## config.mk

```make
export PLATFORM = sky130hd
export DESIGN_NAME = sadc_sequencer
export DESIGN_NICKNAME = d
export VERILOG_FILES = /design/src/common/sadc_pkg.sv /design/src/verilog/sadc_prescaler.sv /design/src/verilog/sadc_sequencer.sv
export SDC_FILE = /design/constraint.sdc
export NUM_CORES = 1
export LEC_CHECK = 0
export BUFFER_PORTS_ARGS = -buffer_cell sky130_fd_sc_hd__clkbuf_2
export CELL_PAD_IN_SITES_DETAIL_PLACEMENT = 0
export CELL_PAD_IN_SITES_GLOBAL_PLACEMENT = 1
export CORE_MARGIN = 4
export CORE_UTILIZATION = 44
export CTS_BUF_LIST = sky130_fd_sc_hd__clkbuf_8
export DETAILED_ROUTE_END_ITERATION = 10
export PLACE_DENSITY = 0.89
export SLEW_MARGIN = 20
export SYNTH_ARGS = -nofsm -noshare
export SYNTH_HDL_FRONTEND = slang
export SYNTH_SLANG_ARGS = --single-unit
```

## constraint.sdc

```tcl
create_clock -name mclk_i -period 2.3 [get_ports mclk_i]
set_input_delay 0 -clock mclk_i [delete_from_list [all_inputs] [get_ports mclk_i]]
set_output_delay 0 -clock mclk_i [all_outputs]
set_load 0.1 [all_outputs]
```

## src/common/sadc_pkg.sv

```systemverilog
// shared constants, types and helpers for the converter sequencer
// assumes a single 25 MHz cpu clock and an external analog sar core
package sadc_pkg;

   // widths of the control fields
   localparam int unsigned RES_W = 10;
   localparam int unsigned CH_W = 4;
   localparam int unsigned REF_W = 2;
   localparam int unsigned PS_W = 3;
   localparam int unsigned TS_W = 3;
   localparam int unsigned PS_CNT_W = 7;
   localparam int unsigned HALF_W = 6;

   // cpu clock period in ns, for reference
   localparam int unsigned MCLK_PERIOD_NS = 40;

   // conversion timing in converter half cycles (one step per clock edge)
   localparam logic [5:0] NORM_SH_HALF = 6'h03;   // 1.5 cycles
   localparam logic [5:0] NORM_LEN_HALF = 6'h1a;  // 13 cycles
   localparam logic [5:0] FIRST_SH_HALF = 6'h1b;  // 13.5 cycles
   localparam logic [5:0] FIRST_LEN_HALF = 6'h32; // 25 cycles
   localparam logic [5:0] AUTO_SH_HALF = 6'h04;   // 2 cycles
   localparam logic [5:0] AUTO_LEN_HALF = 6'h1b;  // 13.5 cycles

   // cpu cycles from trigger level to prescaler reset
   localparam int unsigned TRIG_SYNC_CYC = 3;

   // trigger source code that selects the own completion flag
   localparam logic [2:0] TS_FREE_RUN = 3'h0;

   // reference and channel codes seen by the analog side
   localparam logic [1:0] REF_EXT_PIN = 2'h0;
   localparam logic [1:0] REF_SUPPLY = 2'h1;
   localparam logic [1:0] REF_INTERNAL = 2'h3;
   localparam logic [3:0] CH_BANDGAP = 4'he;
   localparam logic [3:0] CH_GROUND = 4'hf;

   // values after reset
   localparam logic [PS_CNT_W-1:0] PS_CNT_RST = 7'h00;
   localparam logic [HALF_W-1:0] HALF_RST = 6'h00;
   localparam logic [7:0] RESULT_BYTE_RST = 8'h00;

   typedef enum logic [1:0] {S_IDLE, S_WAIT, S_CONV} sadc_state_e;
   typedef enum logic [1:0] {K_NORMAL, K_FIRST, K_AUTO} sadc_kind_e;

   // control presented to the analog core
   typedef struct packed {
      logic powered;
      logic sample_hold;
      logic [CH_W-1:0] channel;
      logic [REF_W-1:0] reference;
   } sadc_core_ctrl_s;

   // the two result bytes as software sees them
   typedef struct packed {
      logic [7:0] high;
      logic [7:0] low;
   } sadc_result_s;

   // place a raw 10-bit code right or left justified
   function automatic sadc_result_s sadc_format(input logic [RES_W-1:0] code,
                                                input logic left);
      sadc_result_s r;
      r = left ? {code, 6'h00} : {6'h00, code};
      return r;
   endfunction

endpackage

```

## src/verilog/sadc_prescaler.sv

```systemverilog
// converter clock prescaler: one-cycle strobes at the rising and falling
// edges of the divided converter clock; assumes synchronous reset copy
`timescale 1ns/1ns
module sadc_prescaler (
   input wire logic mclk_i,                // cpu clock
   input wire logic rst_n_i,               // synchronised reset, active low
   input wire logic run_i,                 // converter enabled
   input wire logic clear_i,               // restart the divider
   input wire logic [2:0] sel_i,           // division select
   output logic rise_o,                    // converter clock rising edge
   output logic fall_o                     // converter clock falling edge
);

   logic [sadc_pkg::PS_CNT_W-1:0] cnt_q;
   logic [sadc_pkg::PS_CNT_W-1:0] last;
   logic [sadc_pkg::PS_CNT_W-1:0] half;

   // terminal counts: codes 0 and 1 both divide by two
   always_comb begin
      last = (sel_i == 3'h0) ? 7'h01 : 7'((8'h01 << sel_i) - 8'h01);
      half = last >> 1;
   end

   // divider counter, held at zero while disabled; wraps at once if the ratio shrinks
   always_ff @(posedge mclk_i or negedge rst_n_i) begin
      if (!rst_n_i) begin
         cnt_q <= sadc_pkg::PS_CNT_RST;
      end else if (!run_i || clear_i) begin
         cnt_q <= sadc_pkg::PS_CNT_RST;
      end else if (cnt_q >= last) begin
         cnt_q <= sadc_pkg::PS_CNT_RST;
      end else begin
         cnt_q <= cnt_q + 7'h01;
      end
   end

   // edge strobes
   assign rise_o = run_i && !clear_i && (cnt_q == last);
   assign fall_o = run_i && !clear_i && (cnt_q == half);

endmodule // sadc_prescaler

```

## src/verilog/sadc_sequencer.sv

```systemverilog
// converter sequencer: start, triggering, timing, result bytes and flag
// assumes software strobes are one-cycle pulses synchronous to mclk_i
`timescale 1ns/1ns
module sadc_sequencer (
   input wire logic mclk_i,                     // cpu clock, 25 MHz
   input wire logic arst_n_i,                   // async reset, active low
   input wire logic conv_enable_i,              // converter enable level
   input wire logic converter_power_off_i,      // power reduction level
   input wire logic auto_trigger_enable_i,      // auto trigger level
   input wire logic [2:0] trigger_source_sel_i, // trigger select
   input wire logic [2:0] prescale_sel_i,       // prescaler select
   input wire logic [3:0] channel_sel_i,        // channel select
   input wire logic [1:0] reference_sel_i,      // reference select
   input wire logic left_adjust_i,              // left justify result
   input wire logic irq_enable_i,               // completion irq enable
   input wire logic conv_start_wr_i,            // write one to start bit
   input wire logic flag_clear_i,               // write one to done flag
   input wire logic irq_ack_i,                  // completion irq serviced
   input wire logic read_low_i,                 // low byte read strobe
   input wire logic read_high_i,                // high byte read strobe
   input wire logic [7:1] trig_src_i,           // trigger source levels
   input wire logic [9:0] core_result_i,        // code from analog core
   output sadc_pkg::sadc_core_ctrl_s core_ctrl_o, // control to analog core
   output logic [7:0] result_high_o,            // high result byte
   output logic [7:0] result_low_o,             // low result byte
   output logic conv_start_o,                   // start bit readback
   output logic conv_done_flag_o,               // completion flag
   output logic irq_o                           // completion interrupt
);

   logic rst_s1_q;
   logic rst_n;
   logic powered;
   logic adc_rise;
   logic adc_fall;
   logic adc_tick;
   sadc_pkg::sadc_state_e state_q;
   sadc_pkg::sadc_state_e state_d;
   sadc_pkg::sadc_kind_e kind_q;
   sadc_pkg::sadc_kind_e kind_d;
   logic [5:0] half_q;
   logic [5:0] half_d;
   logic [5:0] half_next;
   logic first_q;
   logic free_run;
   logic done_now;
   logic sh_now;
   logic trig_lvl;
   logic trig_s1_q;
   logic trig_s2_q;
   logic trig_s3_q;
   logic trig_edge;
   logic trig_fire;
   logic lock_q;
   logic flag_q;
   logic flag_d;
   logic [3:0] ch_buf_q;
   logic [1:0] ref_buf_q;
   logic track;
   sadc_pkg::sadc_result_s res_q;

   // length of a conversion in half cycles
   function automatic logic [5:0] conv_len(input sadc_pkg::sadc_kind_e k);
      unique case (k)
         sadc_pkg::K_FIRST: conv_len = sadc_pkg::FIRST_LEN_HALF;
         sadc_pkg::K_AUTO: conv_len = sadc_pkg::AUTO_LEN_HALF;
         default: conv_len = sadc_pkg::NORM_LEN_HALF;
      endcase
   endfunction
   // moment of sample-and-hold in half cycles
   function automatic logic [5:0] conv_sh(input sadc_pkg::sadc_kind_e k);
      unique case (k)
         sadc_pkg::K_FIRST: conv_sh = sadc_pkg::FIRST_SH_HALF;
         sadc_pkg::K_AUTO: conv_sh = sadc_pkg::AUTO_SH_HALF;
         default: conv_sh = sadc_pkg::NORM_SH_HALF;
      endcase
   endfunction

   // reset release through two flops
   always_ff @(posedge mclk_i or negedge arst_n_i) begin
      if (!arst_n_i) begin
         rst_s1_q <= 1'b0;
         rst_n <= 1'b0;
      end else begin
         rst_s1_q <= 1'b1;
         rst_n <= rst_s1_q;
      end
   end

   assign powered = conv_enable_i && !converter_power_off_i;
   sadc_prescaler u_prescaler (
      .mclk_i(mclk_i),
      .rst_n_i(rst_n),
      .run_i(powered),
      .clear_i(trig_fire),
      .sel_i(prescale_sel_i),
      .rise_o(adc_rise),
      .fall_o(adc_fall)
   );
   assign adc_tick = adc_rise || adc_fall;
   assign free_run = auto_trigger_enable_i && (trigger_source_sel_i == sadc_pkg::TS_FREE_RUN);
   assign trig_lvl = (trigger_source_sel_i == sadc_pkg::TS_FREE_RUN) ? 1'b0
                     : trig_src_i[trigger_source_sel_i];
   always_ff @(posedge mclk_i or negedge rst_n) begin
      if (!rst_n) begin
         trig_s1_q <= 1'b0;
         trig_s2_q <= 1'b0;
         trig_s3_q <= 1'b0;
      end else begin
         trig_s1_q <= trig_lvl;
         trig_s2_q <= trig_s1_q;
         trig_s3_q <= trig_s2_q;
      end
   end
   assign trig_edge = trig_s2_q && !trig_s3_q;
   assign trig_fire = auto_trigger_enable_i && powered && trig_edge && (state_q != sadc_pkg::S_CONV);

   // conversion progress at this tick
   assign half_next = half_q + 6'h01;
   assign done_now = (state_q == sadc_pkg::S_CONV) && adc_tick && (half_next == conv_len(kind_q));
   assign sh_now = (state_q == sadc_pkg::S_CONV) && adc_tick && (half_next == conv_sh(kind_q));

   // next state of the sequencer
   always_comb begin
      state_d = state_q;
      kind_d = kind_q;
      half_d = half_q;
      if (!powered) begin
         state_d = sadc_pkg::S_IDLE;
         half_d = sadc_pkg::HALF_RST;
      end else begin
         unique case (state_q)
            sadc_pkg::S_IDLE: begin
               if (trig_fire) begin
                  state_d = sadc_pkg::S_CONV;
                  kind_d = first_q ? sadc_pkg::K_FIRST : sadc_pkg::K_AUTO;
                  half_d = sadc_pkg::HALF_RST;
               end else if (conv_start_wr_i) begin
                  state_d = sadc_pkg::S_WAIT;
               end
            end
            sadc_pkg::S_WAIT: begin
               if (trig_fire) begin
                  state_d = sadc_pkg::S_CONV;
                  kind_d = first_q ? sadc_pkg::K_FIRST : sadc_pkg::K_AUTO;
                  half_d = sadc_pkg::HALF_RST;
               end else if (adc_rise) begin
                  state_d = sadc_pkg::S_CONV;
                  kind_d = first_q ? sadc_pkg::K_FIRST : sadc_pkg::K_NORMAL;
                  half_d = sadc_pkg::HALF_RST;
               end
            end
            sadc_pkg::S_CONV: begin
               if (done_now) begin
                  half_d = sadc_pkg::HALF_RST;
                  kind_d = sadc_pkg::K_NORMAL;
                  state_d = free_run ? sadc_pkg::S_CONV : sadc_pkg::S_IDLE;
               end else if (adc_tick) begin
                  half_d = half_next;
               end
            end
            default: begin
               state_d = sadc_pkg::S_IDLE;
            end
         endcase
      end
   end

   // sequencer state
   always_ff @(posedge mclk_i or negedge rst_n) begin
      if (!rst_n) begin
         state_q <= sadc_pkg::S_IDLE;
         kind_q <= sadc_pkg::K_NORMAL;
         half_q <= sadc_pkg::HALF_RST;
      end else begin
         state_q <= state_d;
         kind_q <= kind_d;
         half_q <= half_d;
      end
   end

   always_ff @(posedge mclk_i or negedge rst_n) begin
      if (!rst_n) begin
         first_q <= 1'b1;
      end else if (!powered) begin
         first_q <= 1'b1;
      end else if (done_now) begin
         first_q <= 1'b0;
      end
   end
   always_ff @(posedge mclk_i or negedge rst_n) begin
      if (!rst_n) begin
         conv_start_o <= 1'b0;
      end else begin
         conv_start_o <= (state_d != sadc_pkg::S_IDLE);
      end
   end
   assign track = (state_q != sadc_pkg::S_CONV) || (half_q >= conv_len(kind_q) - 6'h02);
   always_ff @(posedge mclk_i or negedge rst_n) begin
      if (!rst_n) begin
         ch_buf_q <= 4'h0;
         ref_buf_q <= sadc_pkg::REF_EXT_PIN;
      end else if (track && !trig_fire && !(state_q == sadc_pkg::S_WAIT && adc_rise)) begin
         ch_buf_q <= channel_sel_i;
         ref_buf_q <= reference_sel_i;
      end
   end

   always_ff @(posedge mclk_i or negedge rst_n) begin
      if (!rst_n) begin
         core_ctrl_o <= '0;
      end else begin
         core_ctrl_o.powered <= powered;
         core_ctrl_o.sample_hold <= sh_now;
         core_ctrl_o.channel <= powered ? ch_buf_q : 4'h0;
         core_ctrl_o.reference <= powered ? ref_buf_q : sadc_pkg::REF_EXT_PIN;
      end
   end

   always_ff @(posedge mclk_i or negedge rst_n) begin
      if (!rst_n) begin
         lock_q <= 1'b0;
      end else if (read_low_i) begin
         lock_q <= 1'b1;
      end else if (read_high_i) begin
         lock_q <= 1'b0;
      end
   end

   always_ff @(posedge mclk_i or negedge rst_n) begin
      if (!rst_n) begin
         res_q <= {sadc_pkg::RESULT_BYTE_RST, sadc_pkg::RESULT_BYTE_RST};
      end else if (done_now && !lock_q) begin
         res_q <= sadc_pkg::sadc_format(core_result_i, left_adjust_i);
      end
   end
   assign result_high_o = res_q.high;
   assign result_low_o = res_q.low;

   always_comb begin
      flag_d = flag_q;
      if (flag_clear_i || irq_ack_i) begin
         flag_d = 1'b0;
      end
      if (done_now) begin
         flag_d = 1'b1;
      end
   end

   // completion flag and interrupt
   always_ff @(posedge mclk_i or negedge rst_n) begin
      if (!rst_n) begin
         flag_q <= 1'b0;
         irq_o <= 1'b0;
      end else begin
         flag_q <= flag_d;
         irq_o <= flag_d && irq_enable_i;
      end
   end
   assign conv_done_flag_o = flag_q;

   // helper: converter rising edges seen in the running conversion
   logic [5:0] rise_cnt_q;
   always_ff @(posedge mclk_i or negedge rst_n) begin
      if (!rst_n) begin
         rise_cnt_q <= 6'h00;
      end else if (state_q != sadc_pkg::S_CONV || done_now) begin
         rise_cnt_q <= 6'h00;
      end else if (adc_rise) begin
         rise_cnt_q <= rise_cnt_q + 6'h01;
      end
   end
endmodule // sadc_sequencer

```

Word level (Yosys, flattened, before mapping)
Cells that the tools add are included.
{"block": "totals", "input_bits": 41, "ff_bits": 57, "wordCells": 121}
{"block": "op_classes", "n_mux": 39, "n_lt_le_gt_ge": 3, "n_eq_ne": 17, "add_sub_neg": 4, "n_reduce_logical": 35, "shifts": 1}
{"operator": "6-bit two-way mux", "count": 6}
{"operator": "2-bit two-way mux", "count": 13}
{"operator": "7-bit two-way mux", "count": 3}
{"operator": "6-bit case mux with 3 select lines", "count": 1}
{"operator": "1-bit logical AND", "count": 17}
{"operator": "16-bit two-way mux", "count": 1}
{"operator": "6-bit equality test", "count": 2}
{"operator": "2-bit case mux with 3 select lines", "count": 2}
{"operator": "6-bit case mux with 2 select lines", "count": 1}
{"operator": "5-bit case mux with 2 select lines", "count": 1}
{"operator": "1-bit two-way mux", "count": 9}
{"operator": "7-bit by 1-bit adder with 7-bit output, second input constant", "count": 1}
{"operator": "7-bit by 6-bit equality test with 1-bit output", "count": 1}
{"operator": "7-bit equality test", "count": 1}
{"operator": "7-bit greater-or-equal comparator", "count": 1}
{"operator": "1-bit by 3-bit << shifter with 7-bit output, first input constant", "count": 1}
{"operator": "7-bit by 1-bit subtractor with 7-bit output, second input constant", "count": 1}
{"operator": "6-bit by 1-bit adder with 6-bit output, second input constant", "count": 1}
{"operator": "6-bit greater-or-equal comparator", "count": 1}
{"operator": "1-bit logical NOT", "count": 6}
{"operator": "3-bit logical NOT", "count": 2}
{"operator": "3-bit by 2-bit != test with 1-bit output, second input constant", "count": 2}
{"operator": "6-bit by 2-bit subtractor with 6-bit output, second input constant", "count": 1}
{"operator": "5-bit AND reduction", "count": 1}
{"operator": "15 further kinds", "count": 23}

Logic depth before layout (Yosys ltp)
{"block": "depth", "ltp_word": 15, "depth_mapped": 10, "depth_no_buf": 8}

Hierarchy
From an unflattened synthesis, not the netlist that was laid out.
{"block": "hier_totals", "hier_cells": 320, "area_unflattened_um2": 3238.1}
{"mod": "sadc_sequencer", "cells_per_inst": 250, "instances": 1, "area_each_um2": 2626.3}
{"mod": "sadc_prescaler", "cells_per_inst": 70, "instances": 1, "area_each_um2": 611.8}

Least setup slack after synthesis
OpenSTA, ideal clock, no wires.
{"block": "synth_path", "path_kind": "reg-to-reg", "start": "reg state_q[0]", "end": "reg half_q[1]", "path_stages_with_launch": 10, "n_path_buf": 1, "period_less_slack_ns": 2.391, "slack_ns": -0.091, "required_time_ns": 2.217, "arrival_ns": 2.309, "path_cell_list": "dfrtp_1 -> inv_1 -> ha_1 -> nor4bb_1 -> nand2_1 -> o2bb2ai_1 -> or2_2 -> buf_1 -> or3b_1 -> o21ai_0"}
{"block": "synth_between", "elab_chain_len": 11}
{"element": "start, declared", "line": "sadc_sequencer.sv:37", "rtl": "sadc_pkg::sadc_state_e state_q;"}
{"element": "start signal, assigned", "line": "sadc_sequencer.sv:172", "rtl": "state_q <= sadc_pkg::S_IDLE;"}
{"element": "start signal, assigned", "line": "sadc_sequencer.sv:176", "rtl": "state_q <= state_d;"}
{"element": "2-bit != test"}
{"element": "1-bit logical AND", "line": "sadc_sequencer.sv:116", "rtl": "assign trig_fire = auto_trigger_enable_i && powered && trig_edge && (state_q != sadc_pkg::S_CONV);"}
{"element": "1-bit logical NOT", "line": "sadc_prescaler.sv:38, sadc_prescaler.sv:39"}
{"element": "1-bit logical AND", "line": "sadc_prescaler.sv:38, sadc_prescaler.sv:39"}
{"element": "1-bit logical AND, on equally long branches", "line": "sadc_prescaler.sv:38, sadc_prescaler.sv:39"}
{"element": "1-bit logical OR", "line": "sadc_sequencer.sv:100", "rtl": "assign adc_tick = adc_rise || adc_fall;"}
{"element": "1-bit logical AND (2 in a row)", "line": "sadc_sequencer.sv:120", "rtl": "assign done_now = (state_q == sadc_pkg::S_CONV) && adc_tick && (half_next == conv_len(kind_q));"}
{"element": "6-bit two-way mux", "line": "sadc_sequencer.sv:154", "rtl": "if (done_now) begin"}
{"element": "6-bit case mux with 3 select lines", "line": "sadc_sequencer.sv:132", "rtl": "unique case (state_q)"}
{"element": "6-bit two-way mux", "line": "sadc_sequencer.sv:128", "rtl": "if (!powered) begin"}
{"element": "end signal, assigned", "line": "sadc_sequencer.sv:174", "rtl": "half_q <= sadc_pkg::HALF_RST;"}
{"element": "end signal, assigned", "line": "sadc_sequencer.sv:178", "rtl": "half_q <= half_d;"}
{"element": "end, declared", "line": "sadc_sequencer.sv:41", "rtl": "logic [5:0] half_q;"}
Parallel ways exist; a longest one is shown, timed or not.
A chain may end at the register's enable or synchronous reset.

Worst setup path after layout
{"block": "layout_path", "start": "reg u_prescaler.cnt_q[1] in the netlist's numbering", "end": "reg half_q[1]"}
{"block": "layout_between", "elab_chain_len": 8}
{"element": "start, declared", "line": "sadc_prescaler.sv:14", "rtl": "logic [sadc_pkg::PS_CNT_W-1:0] cnt_q;"}
{"element": "start signal, assigned", "line": "sadc_prescaler.sv:27", "rtl": "cnt_q <= sadc_pkg::PS_CNT_RST;"}
{"element": "start signal, assigned", "line": "sadc_prescaler.sv:29", "rtl": "cnt_q <= sadc_pkg::PS_CNT_RST;"}
{"element": "start signal, assigned", "line": "sadc_prescaler.sv:31", "rtl": "cnt_q <= sadc_pkg::PS_CNT_RST;"}
{"element": "7-bit equality test or 7-bit by 6-bit equality test with 1-bit output (tied branches)", "line": "sadc_prescaler.sv:38, sadc_prescaler.sv:39"}
{"element": "1-bit logical AND, on equally long branches", "line": "sadc_prescaler.sv:38, sadc_prescaler.sv:39"}
{"element": "1-bit logical OR", "line": "sadc_sequencer.sv:100"}
{"element": "1-bit logical AND (2 in a row)", "line": "sadc_sequencer.sv:120"}
{"element": "6-bit two-way mux", "line": "sadc_sequencer.sv:154"}
{"element": "6-bit case mux with 3 select lines", "line": "sadc_sequencer.sv:132"}
{"element": "6-bit two-way mux", "line": "sadc_sequencer.sv:128"}
Parallel ways exist; a longest one is shown, timed or not.

==> flow_metrics.py <==
metrics = {
    "run_status": {
        "status": "finished clean",
    },
    "detailed_routing": {
        "drt-initial-drc-count": 134,
        "drcViolationCount": 0,
        "via_per_inst": 5.20,
        "firstDrtPassIters": 4,
        "ant_nets": 0,
        "drt-total-wl_mm": 8.11,
        "vias": 2863,
        "routedWlPerCell_um": 14.7,
    },
    "clock_tree": {
        "clock_path_buffers": 2,
        "cts_root_buf": "clkbuf_8",
        "clock_latency_ns": 0.34,
        "clock_sinks": 57,
        "cts-buffers-inserted": 9,
        "path_clk_slew_ns": 0.07,
        "htree_levels": 3,
        "cts_tree": "yes",
    },
    "finish": {
        "drive_gt1_share_pct": 40.0,
        "fillerInstances": 605,
        "final_common_cell": "clkbuf_2",
        "diodes": 0,
        "mostFrequentLayoutCells": "clkbuf_2 (67), dfrtp_1 (53), buf_4 (37)",
        "regArea_mm2": 0.00143,
        "multi_input_area_mm2": 0.00185,
        "area_growth_pct": 38.0,
        "finalNonFillerCells": 551,
        "layout.nets": 503,
    },
    "logic_synthesis": {
        "syn_area_per_cell_um2": 10.2,
        "ys_ff_latch": 57,
        "synth.top_cell.area_share_pct": 42.5,
        "synthTopCellsByArea": "dfrtp_1 (42%), mux2_2 (5.8%), ha_1 (5.7%)",
        "synthCells": 323,
        "synth_top_cell_by_area": "dfrtp_1",
        "ys.flop_type": "dfrtp_1",
        "ys_warn_count": 0,
        "synthesis.nets": 379,
        "syn_area_mm2": 0.00330,
        "synth_edf_count": 0,
        "synthDistinctLibCells": 63,
        "yosysSeqAreaShare_pct": 43.3,
        "async_flop_share_pct": 100,
    },
    "global_route": {
        "track_usage_pct": 19.0,
        "grt-ovfl-total": 0,
        "grt_pass1_vias": 2819,
        "antenna_found_initial": 0,
        "grt_pass1_wl_mm": 13.2,
        "grt_max_degree": 35,
    },
    "power": {
        "power_uw": 2290,
        "power.switching_uw": 580,
        "vdd_drop_max_mv": 0.525,
        "pwr-share-comb_pct": 13.1,
        "switching_share_pct": 25.3,
        "power_frac_seq_pct": 46.0,
        "p_int_uw": 1710,
        "power.density_mw_per_mm2": 503,
        "power_frac_clock_pct": 41.0,
        "total_leakage_power_uw": 0.00225,
    },
    "placed_design": {
        "dpl.cell_count": 508,
        "routabilityCongestion": 0.808,
        "io_buffer_count": 67,
        "place_ws_ns": -0.129,
        "hpwlAfterDp_mm": 5.67,
    },
    "critical_path": {
        "worst_r2r_endpoint": "half_q[1]$_DFFE_PN0P_",
        "reg2reg_depth": 7,
        "rrSetupSlack_ns": 0.07,
        "critPathKind": "reg -> reg",
        "critPathMaxFanout": 7,
        "end_kind": "flop",
        "worst_ep_required_time_ns": 2.56,
        "crit_path_start_kind": "flop",
        "worstPathArrival_ns": 2.49,
        "timing.rr.start": "u_prescaler.cnt_q[1]$_DFF_PN0_",
    },
    "sta": {
        "slew_violations": 0,
        "hold_viol": 0,
        "tightest_slew_ns": 0.555,
        "fin_skew_ns": 0.0117,
        "relSlewSlack_pct": 62.8,
        "finalCriticalPeriod_ns": 2.23,
        "fin_crit_sh_pct": 96.8,
        "rsz0062_at_grt": "yes",
        "fmax_mhz": 449,
        "setup_violations": 0,
        "fin_ws_ns": 0.0732,
        "fin_tns_setup_ns": 0,
    },
    "floorplan": {
        "die_h_um": 94.6,
        "pin_count": 68,
        "rows": 31,
        "die_w_um": 94.6,
        "initial_core_util_pct": 45.5,
        "dieArea_mm2": 0.00895,
        "core_area_mm2": 0.00725,
    },
    "worst_hold_path": {
        "hold-path-endpoint": "result_low_o[3]$_DFFE_PN0P_",
        "hp-class": "in -> reg",
        "hold_depth": 3,
        "hp-start": "core_result_i[3]",
    },
    "job": {
        "drv_cap": 0,
    },
}
-- routing by layer --
layer	vias up	share of wire (%)	GRT usage, %
li1	1406	-	-
met1	1391	43	23.5
met2	60	52	32.8
met3	6	4.0	5.10
met4	0	0.99	5.17
met5	-	0	0
-- synth_stat cells, types with 2 or more instances --
library cell / instances
a21oi_1: 9
nor3_1: 5
or3_1: 2
o2bb2ai_1: 2
clkbuf_1: 7
o21ai_0: 12
and2_1: 8
nand2_1: 25
or2_2: 2
or4_1: 2
and3_1: 2
xnor2_1: 7
buf_2: 3
a21boi_0: 2
mux2i_1: 6
a21o_1: 6
nand3b_1: 2
inv_1: 22
nand4_1: 2
o31ai_1: 2
mux2_4: 4
nand2b_1: 8
nand4b_1: 2
o2111ai_1: 5
nor2_1: 21
buf_4: 2
ha_1: 15
o211ai_1: 11
dfrtp_1: 56
mux2_2: 17
xor2_1: 2
nor4_1: 2
a211oi_1: 2
nor2b_1: 8
and4b_1: 2
nand3_1: 11
-- what timing repair did --
item,in CTS,in global routing
endpoints found under the hold margin,18,0
cloned,0,0
buffers inserted,2,4
endpoints found under the setup margin,18,30
gates resized for setup,7,22
pin swaps,1,7
hold buffers,21,0
-- cell type report --
type	instances	area share, %
tap	99	2.72
clock buffer	11	3.33
clock inverter	5	1.04
sequential	57	31.4
timing repair buffer	127	19.0
multi-input combinational	230	40.7
inverter	22	1.81
-- registers in the layout, indices dropped and copies added (netlist names), 2 cells and up --
| name | flops |
|---|---|
| u_prescaler.cnt_q | 7 |
| result_high_o | 8 |
| ref_buf_q | 2 |
| half_q | 6 |
| core_ctrl_o | 8 |
| ch_buf_q | 4 |
| result_low_o | 8 |
| state_q | 2 |
| kind_q | 2 |
-- logic make-up (layout without fill, tap and decap cells) --
group                      count (synthesis)  in the layout  synth area share, %
and+or+nand+nor                          111            111                 18.9
AOI/OAI and AO/OA                         66             66                 14.8
DFF                                       57             57                 43.3
buffers and inverters                     36            165                 4.67
muxes                                     28             28                 10.1
adders and majority gates                 15             15                 5.69
xor gates and xnor gates                   9              9                 2.39
other                                      1              1                0.114
-- power groups by stage --
| stage | clock network [µW] | logic [µW] | registers, µW |
|---|---|---|---|
| 2_1_floorplan | 0 | 114 | 1120 |
| 3_3_place_gp | 0 | 250 | 1070 |
| 3_5_place_dp | 0 | 254 | 1070 |
| 4_1_cts | 965 | 287 | 1050 |
| 5_1_grt | 1020 | 328 | 1060 |
| 6_report | 938 | 299 | 1050 |
-- worst max path at each step --
stage	from	endpoint	cells past startpoint
final	u_prescaler.cnt_q[1]$_DFF_PN0_	half_q[1]$_DFFE_PN0P_	7
after global routing	u_prescaler.cnt_q[1]$_DFF_PN0_	half_q[1]$_DFFE_PN0P_	7
after CTS	kind_q[1]$_DFFE_PN0P_	half_q[4]$_DFFE_PN0P_	9
after detailed placement	kind_q[1]$_DFFE_PN0P_	ref_buf_q[1]$_DFFE_PN0P_	8
after global placement	kind_q[1]$_DFFE_PN0P_	ch_buf_q[0]$_DFFE_PN0P_	8
after floorplan	kind_q[0]$_DFFE_PN0P_	ch_buf_q[0]$_DFFE_PN0P_	8
-- critical path: stages, from the launching register on --
cell       delay, ns
dfrtp_2         0.46
ha_1            0.31
nand4_1         0.15
nor3_2          0.23
o2bb2ai_2       0.11
or2_2           0.37
or3b_1          0.36
o21ai_0         0.15
-- metrics by stage --
step | hold WS, ns | area [µm²] | util (%)
after global placement | -0.211 | 3960 | 54.6
final | 0.0342 | 4550 | 62.8
after global routing | 0.0308 | 4550 | 62.8
after detailed placement | -0.212 | 3960 | 54.6
after CTS | 0.0202 | 4420 | 60.9
after floorplan | -0.296 | 3310 | -
Power figures use the tool's default switching activity.
